==> config.mk <==
export PLATFORM = sky130hd
export DESIGN_NAME = serial_command_port
export DESIGN_NICKNAME = d
export VERILOG_FILES = /design/src/serial_frame_tx.v /design/src/serial_command_port.v
export VERILOG_INCLUDE_DIRS = /design/src
export SDC_FILE = /design/constraint.sdc
export NUM_CORES = 1
export LEC_CHECK = 0
export ABC_AREA = 1
export BUFFER_PORTS_ARGS = -buffer_cell sky130_fd_sc_hd__buf_2
export CAP_MARGIN = 20
export CORE_UTILIZATION = 55
export DETAILED_ROUTE_END_ITERATION = 6
export HOLD_SLACK_MARGIN = 0.12
export PLACE_DENSITY = 0.71
export SETUP_SLACK_MARGIN = 0.5
export SLEW_MARGIN = 20
export SYNTH_ARGS = -nofsm -noshare
export SYNTH_HDL_FRONTEND = slang
export SYNTH_HIERARCHICAL = 1
export SYNTH_SLANG_ARGS = --single-unit
==> constraint.sdc <==
create_clock -name clock -period 2.6 [get_ports clock]
set_input_delay 0.78 -clock clock [delete_from_list [all_inputs] [get_ports clock]]
set_output_delay 0.78 -clock clock [all_outputs]
set_load 0.005 [all_outputs]
==> src/serial_port_map.vh <==
// Constants and field positions for the serial command port.
// Behaviour
// - After a full command arrives, drop request-to-send while the command is processed.
// - Responses to queries or triggers start only once processing has finished.
// - While a response is pending or sent, refuse reception and hold request-to-send low.
// - Raise request-to-send again once the response has fully gone out.
// - Send while clear-to-send is active, pause while it is inactive.
// - Abandon the response if clear-to-send stays inactive beyond about one second.
// - XON and XOFF characters are plain data, never flow control.
// - Only one of serial port and parallel bus is active; first message wins.
// - Interface selection is freed only by return to local or power cycle.
// - Transmitted messages end in CR LF at power-on; delimiter command may change it.
// - Buffer readout on the serial port always returns ASCII form.
// - Remote-request command puts the device in remote state under serial control.
// - The front-panel local key returns the device to local state.
// - Operation-complete commands and queries are still accepted on the serial port.
// - Message-available bit 3 and query-error bit 2 are unused on serial.
`ifndef SERIAL_PORT_MAP_VH
`define SERIAL_PORT_MAP_VH
`define CLOCK_HZ 100000000
`define BAUD_DEFAULT 4800
`define CTS_TIMEOUT_MS 1000
`define CTS_TIMEOUT_CYCLES ((`CLOCK_HZ / 1000) * `CTS_TIMEOUT_MS)
`define CHAR_CR 8'h0d
`define CHAR_LF 8'h0a
`define DLM_CRLF 2'h0
`define DLM_CR 2'h1
`define DLM_LF 2'h2
`define DLM_NONE 2'h3
`define STB_MAV_BIT 3
`define ESR_QYE_BIT 2
`define SEL_NONE 2'h0
`define SEL_SERIAL 2'h1
`define SEL_PARALLEL 2'h2
`endif

==> src/serial_frame_tx.v <==
// Asynchronous character transmitter with configurable frame.
`timescale 1ns/1ps
module serial_frame_tx #(
    parameter DIV_W = 16
) (
    // Clock and reset.
    input wire clock,
    input wire reset_n,
    // Frame configuration.
    input wire [DIV_W-1:0] bit_div,
    input wire eight_bits,
    input wire parity_en,
    input wire parity_odd,
    input wire two_stop,
    // Character stream.
    input wire char_valid,
    input wire [7:0] char_data,
    output wire char_ready,
    // Serial line.
    output reg txd
);
    reg [DIV_W-1:0] div_reg;
    reg [3:0] left_reg;
    reg [11:0] shift_reg;
    reg busy_reg;
    wire par_bit;
    wire [7:0] data_used;

    assign data_used = eight_bits ? char_data : {1'b0, char_data[6:0]};
    assign par_bit = (^data_used) ^ parity_odd;
    assign char_ready = ~busy_reg;

    // Shift the frame out LSB first; data bits, parity and stop bits are built at load.
    always @(posedge clock or negedge reset_n) begin
        if (!reset_n) begin
            div_reg <= {DIV_W{1'b0}};
            left_reg <= 4'h0;
            shift_reg <= 12'hfff;
            busy_reg <= 1'b0;
            txd <= 1'b1;
        end else if (!busy_reg) begin
            txd <= 1'b1;
            if (char_valid) begin
                busy_reg <= 1'b1;
                div_reg <= bit_div;
                txd <= 1'b0;
                if (eight_bits) begin
                    shift_reg <= parity_en ? {2'h3, par_bit, char_data, 1'b0} :
                                             {3'h7, char_data, 1'b0};
                end else begin
                    shift_reg <= parity_en ? {3'h7, par_bit, char_data[6:0], 1'b0} :
                                             {4'hf, char_data[6:0], 1'b0};
                end
                left_reg <= 4'd8 + {3'h0, eight_bits} + {3'h0, parity_en} +
                            {3'h0, two_stop};
            end
        end else if (div_reg != {DIV_W{1'b0}}) begin
            div_reg <= div_reg - 1'b1;
        end else if (left_reg == 4'h0) begin
            busy_reg <= 1'b0;
            txd <= 1'b1;
        end else begin
            div_reg <= bit_div;
            shift_reg <= {1'b1, shift_reg[11:1]};
            txd <= shift_reg[1];
            left_reg <= left_reg - 1'b1;
        end
    end
endmodule

==> src/serial_command_port.v <==
// Serial command port: receiver, RTS/CTS handshake, response sequencing and remote state.
`timescale 1ns/1ps
`include "serial_port_map.vh"
module serial_command_port #(
    parameter DIV_W = 16,
    parameter CTS_TIMEOUT = `CTS_TIMEOUT_CYCLES
) (
    // Clock and reset.
    input wire clock,
    input wire reset_n,
    // Frame configuration from the setup menu.
    input wire [DIV_W-1:0] bit_div,
    input wire eight_bits,
    input wire parity_en,
    input wire parity_odd,
    input wire two_stop,
    // Serial pins.
    input wire rxd,
    output wire txd,
    output reg rts,
    input wire cts,
    // Received command characters to the parser.
    output reg cmd_char_valid,
    output reg [7:0] cmd_char,
    output reg cmd_done,
    output reg parity_error,
    // Parser results for the completed command.
    input wire proc_done,
    input wire resp_expected,
    input wire remote_request_cmd,
    input wire delimiter_select_cmd,
    input wire [1:0] delimiter_code,
    input wire buffer_readout_query,
    // Response characters without delimiter.
    input wire resp_valid,
    input wire [7:0] resp_char,
    input wire resp_last,
    output wire resp_ready,
    // Remote state and interface arbitration.
    input wire local_key,
    input wire parallel_msg,
    output reg remote,
    output reg [1:0] active_if,
    output wire force_ascii,
    output wire stb_mav_enable,
    output wire esr_qye_enable,
    output reg tx_abandoned
);
    localparam ST_IDLE = 5'h01;
    localparam ST_PROC = 5'h02;
    localparam ST_SEND = 5'h04;
    localparam ST_DLM1 = 5'h08;
    localparam ST_DLM2 = 5'h10;

    reg [4:0] state_reg;
    reg [4:0] state_next;
    reg [1:0] dlm_reg;
    reg [31:0] cts_cnt_reg;
    reg prev_cr_reg;
    // Receiver.
    reg rx_s1_reg;
    reg rx_s2_reg;
    reg rx_busy_reg;
    reg [DIV_W-1:0] rx_div_reg;
    reg [3:0] rx_bit_reg;
    reg [9:0] rx_sh_reg;
    wire [3:0] rx_total;
    wire [9:0] rx_aligned;
    wire rx_sample;
    wire [7:0] rx_char;
    wire rx_par_ok;
    // Transmit path.
    reg tx_valid;
    reg [7:0] tx_char;
    wire tx_ready;
    wire cts_stalled;

    // Data width and parity together give the bits shifted in after the start bit.
    function [3:0] frame_bits;
        input eb;
        input pe;
        begin
            frame_bits = 4'd7 + {3'h0, eb} + {3'h0, pe};
        end
    endfunction

    assign rx_total = frame_bits(eight_bits, parity_en);
    assign rx_sample = rx_busy_reg && (rx_div_reg == {DIV_W{1'b0}});
    // Bits enter at the top, so the frame is shifted down until the first data bit is bit 0.
    assign rx_aligned = rx_sh_reg >> (4'd10 - rx_total);
    assign rx_char = eight_bits ? rx_aligned[7:0] : {1'b0, rx_aligned[6:0]};
    assign rx_par_ok = !parity_en ||
        (((^rx_char) ^ parity_odd) == (eight_bits ? rx_aligned[8] : rx_aligned[7]));
    assign cts_stalled = !cts;
    assign force_ascii = buffer_readout_query;
    assign stb_mav_enable = 1'b0;
    assign esr_qye_enable = 1'b0;

    // The receive line is synchronised first; only the second stage is examined.
    always @(posedge clock or negedge reset_n) begin
        if (!reset_n) begin
            rx_s1_reg <= 1'b1;
            rx_s2_reg <= 1'b1;
        end else begin
            rx_s1_reg <= rxd;
            rx_s2_reg <= rx_s1_reg;
        end
    end

    // Receiver samples mid-bit; characters are only accepted while idle and RTS is high.
    always @(posedge clock or negedge reset_n) begin
        if (!reset_n) begin
            rx_busy_reg <= 1'b0;
            rx_div_reg <= {DIV_W{1'b0}};
            rx_bit_reg <= 4'h0;
            rx_sh_reg <= 10'h000;
            cmd_char_valid <= 1'b0;
            cmd_char <= 8'h00;
            parity_error <= 1'b0;
        end else begin
            cmd_char_valid <= 1'b0;
            parity_error <= 1'b0;
            if (!rx_busy_reg) begin
                if (!rx_s2_reg) begin
                    rx_busy_reg <= 1'b1;
                    rx_div_reg <= {1'b0, bit_div[DIV_W-1:1]};
                    rx_bit_reg <= 4'h0;
                end
            end else if (!rx_sample) begin
                rx_div_reg <= rx_div_reg - 1'b1;
            end else begin
                rx_div_reg <= bit_div;
                rx_bit_reg <= rx_bit_reg + 1'b1;
                if (rx_bit_reg == 4'h0) begin
                    rx_busy_reg <= !rx_s2_reg;
                end else if (rx_bit_reg <= rx_total) begin
                    rx_sh_reg <= {rx_s2_reg, rx_sh_reg[9:1]};
                end else begin
                    rx_busy_reg <= 1'b0;
                    // Characters arriving outside the idle state are dropped, not queued.
                    if (state_reg == ST_IDLE && rts && active_if != `SEL_PARALLEL) begin
                        cmd_char_valid <= rx_par_ok;
                        cmd_char <= rx_char;
                        parity_error <= !rx_par_ok;
                    end
                end
            end
        end
    end

    // A command ends when a line feed directly follows a carriage return.
    always @(posedge clock or negedge reset_n) begin
        if (!reset_n) begin
            prev_cr_reg <= 1'b0;
            cmd_done <= 1'b0;
        end else begin
            cmd_done <= 1'b0;
            if (cmd_char_valid) begin
                prev_cr_reg <= (cmd_char == `CHAR_CR);
                cmd_done <= prev_cr_reg && (cmd_char == `CHAR_LF);
            end
        end
    end

    // Command sequencing: process, then optionally respond, then reopen reception.
    always @* begin
        state_next = state_reg;
        case (state_reg)
            ST_IDLE: begin
                if (cmd_done) begin
                    state_next = ST_PROC;
                end
            end
            ST_PROC: begin
                if (proc_done) begin
                    state_next = resp_expected ? ST_SEND : ST_IDLE;
                end
            end
            ST_SEND: begin
                if (cts_cnt_reg >= CTS_TIMEOUT) begin
                    state_next = ST_IDLE;
                end else if (resp_valid && resp_last && tx_ready && !cts_stalled) begin
                    state_next = (dlm_reg == `DLM_NONE) ? ST_IDLE : ST_DLM1;
                end
            end
            ST_DLM1: begin
                if (cts_cnt_reg >= CTS_TIMEOUT) begin
                    state_next = ST_IDLE;
                end else if (tx_ready && !cts_stalled) begin
                    state_next = (dlm_reg == `DLM_CRLF) ? ST_DLM2 : ST_IDLE;
                end
            end
            ST_DLM2: begin
                if (cts_cnt_reg >= CTS_TIMEOUT || (tx_ready && !cts_stalled)) begin
                    state_next = ST_IDLE;
                end
            end
            default: begin
                state_next = ST_IDLE;
            end
        endcase
    end

    // Pick the character handed to the transmitter this cycle.
    always @* begin
        tx_valid = 1'b0;
        tx_char = resp_char;
        case (state_reg)
            ST_SEND: begin
                tx_valid = resp_valid && !cts_stalled;
            end
            ST_DLM1: begin
                tx_valid = !cts_stalled;
                tx_char = (dlm_reg == `DLM_LF) ? `CHAR_LF : `CHAR_CR;
            end
            ST_DLM2: begin
                tx_valid = !cts_stalled;
                tx_char = `CHAR_LF;
            end
            default: begin
                tx_valid = 1'b0;
            end
        endcase
    end

    assign resp_ready = (state_reg == ST_SEND) && tx_ready && !cts_stalled;

    // State, RTS and the CTS inactivity timer.
    always @(posedge clock or negedge reset_n) begin
        if (!reset_n) begin
            state_reg <= ST_IDLE;
            rts <= 1'b1;
            cts_cnt_reg <= 32'h0000_0000;
            tx_abandoned <= 1'b0;
        end else begin
            state_reg <= state_next;
            // RTS stays low from command end until processing ends without a reply, or the last reply character is out, or the CTS timeout abandons it.
            // A character handed over on this edge keeps it low, so no one-cycle glitch.
            rts <= (state_next == ST_IDLE) && tx_ready && !tx_valid;
            tx_abandoned <= (state_reg != ST_IDLE) && (state_reg != ST_PROC) &&
                            (cts_cnt_reg >= CTS_TIMEOUT);
            if (cts || state_reg == ST_IDLE || state_reg == ST_PROC) begin
                cts_cnt_reg <= 32'h0000_0000;
            end else if (cts_cnt_reg < CTS_TIMEOUT) begin
                cts_cnt_reg <= cts_cnt_reg + 32'h0000_0001;
            end
        end
    end

    // Delimiter, remote state and interface selection.
    always @(posedge clock or negedge reset_n) begin
        if (!reset_n) begin
            dlm_reg <= `DLM_CRLF;
            remote <= 1'b0;
            active_if <= `SEL_NONE;
        end else begin
            if (proc_done && state_reg == ST_PROC && delimiter_select_cmd) begin
                dlm_reg <= delimiter_code;
            end
            // Operation-complete commands pass through the parser untouched.
            if (local_key) begin
                remote <= 1'b0;
                active_if <= `SEL_NONE;
            end else begin
                if (proc_done && state_reg == ST_PROC && remote_request_cmd) begin
                    remote <= 1'b1;
                end
                if (active_if == `SEL_NONE) begin
                    if (cmd_done) begin
                        active_if <= `SEL_SERIAL;
                    end else if (parallel_msg) begin
                        active_if <= `SEL_PARALLEL;
                    end
                end
            end
        end
    end

    serial_frame_tx #(
        .DIV_W(DIV_W)
    ) u_tx (
        .clock(clock),
        .reset_n(reset_n),
        .bit_div(bit_div),
        .eight_bits(eight_bits),
        .parity_en(parity_en),
        .parity_odd(parity_odd),
        .two_stop(two_stop),
        .char_valid(tx_valid),
        .char_data(tx_char),
        .char_ready(tx_ready),
        .txd(txd)
    );
endmodule

==> flow_metrics.tcl <==
set metrics [dict create \
    run_status "finished with violations" \
    failed_checks "design-rule violations" \
    timing.final.max_slew_violations 0 \
    routed-via-count 7554 \
    layout_min_cycle_time_ps 2280 \
    synthesis.yosys.warnings 6 \
    finalHoldViolations 0 \
    seqPwrFrac 0.392 \
    clock_tree.htree_level_count 4 \
    core_region_area_mm2 0.0138 \
    dp_slack_ps -3.82 \
    routed_via_density 5.55 \
    synthesis.area_per_instance_um2 7.31 \
    globalRouteMet3Util 0.0531 \
    dp_area_mm2 0.00841 \
    placed_cells_incl_taps 1303 \
    post_synthesis_sequential_area_ratio 0.389 \
    gp_congestion 0.932 \
    number_of_synthesized_flops_with_an_enable_pin 0 \
    cts.sink_count 120 \
    max-vdd-ir-drop_mv 0.478 \
    post_synth_most_frequent_cells "sky130_fd_sc_hd__nand2_1, sky130_fd_sc_hd__inv_1, sky130_fd_sc_hd__nor2_1" \
    largest_register_ffs 32 \
    dominantRegCellSynth "sky130_fd_sc_hd__dfrtp_1" \
    power.internal_mw 3.92 \
    synth_area_leaders "sky130_fd_sc_hd__dfrtp_1, sky130_fd_sc_hd__nand2_1, sky130_fd_sc_hd__inv_1" \
    synth.distinct_cells 56 \
    critical_path.n_buffers_inverters 3 \
    layout.cells.non_filler 1361 \
    overflow 0 \
    critical-path-slowest-cell "sky130_fd_sc_hd__dfrtp_1" \
    fin_crit_sh 0.878 \
    final.setup.worst_slack_ps 317 \
    fill_cells 1088 \
    holdBufCountCts 0 \
    die_w_um 121 \
    grt_usage 0.276 \
    firstDrtPassIters 7 \
    critical_path.startpoint_type "flip-flop" \
    arrival_ps 1500 \
    post_synth_instance_area_mm2 0.00777 \
    tritoncts_clock_tree "built" \
    antenna_left 0 \
    netlist.top_cell.by_area "sky130_fd_sc_hd__dfrtp_1" \
    finalSetupViolations 0 \
    sw_frac_of_total 0.255 \
    switching_power_mw 1.35 \
    worst_skew_pair.late_latency_ps 420 \
    fin_area_mm2 0.00973 \
    critical_path_required_ps 1820 \
    power_mw 5.27 \
    clockRootBuffer "sky130_fd_sc_hd__clkbuf_16" \
    cp_max_fo 3 \
    yosys.cell_count.top_type "sky130_fd_sc_hd__nand2_1" \
    clockPowerShare 0.476 \
    worst_r2r_startpoint "state_reg[0]$_DFF_PN1_" \
    post_route_cells_drive_above_1_share 0.260 \
    synthArstFlopShare 1.00 \
    holdCritPathClass "in -> async" \
    critical_path.startpoint "state_reg[1]$_DFF_PN0_" \
    power_per_cell_area_mw_per_mm2 542 \
    detail_route.iter0.violations 602 \
    row_cnt 43 \
    busiest_layer "met2" \
    initial_core_util 0.562 \
    nets 1227 \
    clock_buffer_count_from_cts 17 \
    finalHoldWorstSlack_ps 289 \
    leakage_nw 4.51 \
    grt_pass1_wl_mm 32.0 \
    post_synth_inst_count 1063 \
    ys_seq_elements 120 \
    critical_path.cell_chain "nor2_4 > nand2_1 > nor2_2 > buf_6 > inv_1 > nor2_1 > buf_2" \
    grt_max_degree 38 \
    slowest_delay_ps 400 \
    max_cap_viol_count 0 \
    critical-path-top-delay-family "flip-flops" \
    final-seq-area_mm2 0.00302 \
    multi_input_area_mm2 0.00444 \
    use_met2 0.424 \
    diodes 0 \
    crit_type "reg -> out" \
    combinationalPowerShare 0.132 \
    drt-total-wl_mm 20.1 \
    clockBufferDepth 2 \
    synthToLayoutAreaGrowth_pct 25.1 \
    route.detailed.wl_per_inst_um 14.7 \
    initial_antenna_violation_count 0 \
    detailedPlacementHpwl_mm 13.8 \
    place.port_buffers 59 \
    timing.setup.tns_ps 0 \
    io_pins 64 \
    die-area_mm2 0.0146 \
    final_core_utilization 0.703 \
    first_global_vias 6728 \
    clock_skew_ps 8.29 \
    dieHeight_um 121 \
    setup_repair_after_global_routing_missed_its_margin "yes" \
    post-synth-top-area-fraction 0.341 \
    global_routing_met1_resource_utilization 0.398 \
    cts.reportedPaths.clkPinSlew_ps 60 \
    drt_drc_violations_left 2 \
    critical_path.endpoint_type "output pin" \
    achievable-frequency_mhz 438 \
]
==> kinds of logic (layout without fill, tap and decap cells) <==
logic type	after synthesis	in the layout	share of synthesized area
AO/OA/AOI/OAI	147	147	0.113
XOR/XNOR	26	26	0.0293
adder cells (fa/ha/maj)	16	16	0.0267
buffers and inverters	164	281	0.0900
flip-flops	120	120	0.389
multiplexers	2	2	0.00274
other	1	2	0.000482
AND/OR/NAND/NOR	587	587	0.349
==> worst reg2reg max path, stage by stage (launching register included) <==
cell                      delay (ps)
sky130_fd_sc_hd__dfstp_2         560
sky130_fd_sc_hd__nor2_4           50
sky130_fd_sc_hd__nand4_1         130
sky130_fd_sc_hd__nand2_2         100
sky130_fd_sc_hd__buf_8           150
sky130_fd_sc_hd__or2_4           280
sky130_fd_sc_hd__nand2_2          70
sky130_fd_sc_hd__inv_2            40
sky130_fd_sc_hd__nor2_4          100
sky130_fd_sc_hd__nor2_1           40
sky130_fd_sc_hd__nor2_1           80
sky130_fd_sc_hd__nand3_1          90
sky130_fd_sc_hd__nand3_2         100
sky130_fd_sc_hd__nand2_1          50
sky130_fd_sc_hd__nand2_1          70
sky130_fd_sc_hd__nand2_1          60
sky130_fd_sc_hd__nand2_1          60
==> power groups by stage <==
stage	registers [mW]	logic [mW]	clock network, mW
floorplan	2.07	0.446	0
global placement	2.09	0.613	0
detailed placement	2.09	0.621	0
CTS	2.06	0.635	2.53
global route	2.08	0.785	2.63
finish	2.07	0.696	2.51
==> metal layers <==
layer	wire length (µm)	share of wire
met1	9140	0.46
met2	9400	0.47
met3	1270	0.063
met4	252	0.013
met5	0	0
==> final timing paths <==
| path | endpoint | slack, ps | cells after the start |
|---|---|---|---|
| max | resp_ready | 320 | 7 |
| min | cts_cnt_reg[23]$_DFFE_PN0P_ | 290 | 1 |
| max reg2reg | u_tx/shift_reg[8]$_DFFE_PN1P_ | 510 | 16 |
| min reg2reg | rx_s2_reg$_DFF_PN1_ | 350 | 0 |
| max in group asynchronous | u_tx/shift_reg[8]$_DFFE_PN1P_ | 1680 | 2 |
| min in group clock | rx_s2_reg$_DFF_PN1_ | 350 | 0 |
==> area by class of cell <==
type | instances | share of cell area
clock buffers | 24 | 0.0495
clock inverters | 8 | 0.0147
inverters | 135 | 0.0575
multi-input cells | 780 | 0.457
flip-flops and latches | 120 | 0.311
well taps | 180 | 0.0232
repair buffers | 111 | 0.0849
repair inverters | 3 | 0.00270
==> repair_timing <==
action	CTS	global route
pin swaps	3	45
hold endpoints to repair	0	0
buffers inserted	5	17
cloned	0	4
setup endpoints to repair	47	66
resized for setup	12	122
==> cell usage in the layout (no fill, tap or decap), types with 5 or more instances in the layout <==
master / n
sky130_fd_sc_hd__o21ai_1: 25
sky130_fd_sc_hd__nand2_2: 37
sky130_fd_sc_hd__xor2_1: 21
sky130_fd_sc_hd__buf_12: 5
sky130_fd_sc_hd__a21oi_1: 27
sky130_fd_sc_hd__nand2_1: 234
sky130_fd_sc_hd__o211ai_1: 21
sky130_fd_sc_hd__nand3_1: 69
sky130_fd_sc_hd__buf_8: 5
sky130_fd_sc_hd__o221ai_1: 7
sky130_fd_sc_hd__nand2_4: 14
sky130_fd_sc_hd__buf_4: 40
sky130_fd_sc_hd__nor2_1: 110
sky130_fd_sc_hd__nor3_1: 23
sky130_fd_sc_hd__buf_2: 56
sky130_fd_sc_hd__clkbuf_16: 18
sky130_fd_sc_hd__dfstp_2: 14
sky130_fd_sc_hd__nand3_4: 5
sky130_fd_sc_hd__clkinv_2: 5
sky130_fd_sc_hd__inv_2: 12
sky130_fd_sc_hd__a31oi_1: 7
sky130_fd_sc_hd__o31ai_1: 5
sky130_fd_sc_hd__nor2_4: 11
sky130_fd_sc_hd__o21ai_0: 36
sky130_fd_sc_hd__inv_1: 115
sky130_fd_sc_hd__nor4_1: 10
sky130_fd_sc_hd__dfrtp_1: 105
sky130_fd_sc_hd__nand4_1: 20
sky130_fd_sc_hd__nor2_2: 17
sky130_fd_sc_hd__ha_1: 12
sky130_fd_sc_hd__nand3_2: 25
(Power assumes the default switching activity.)
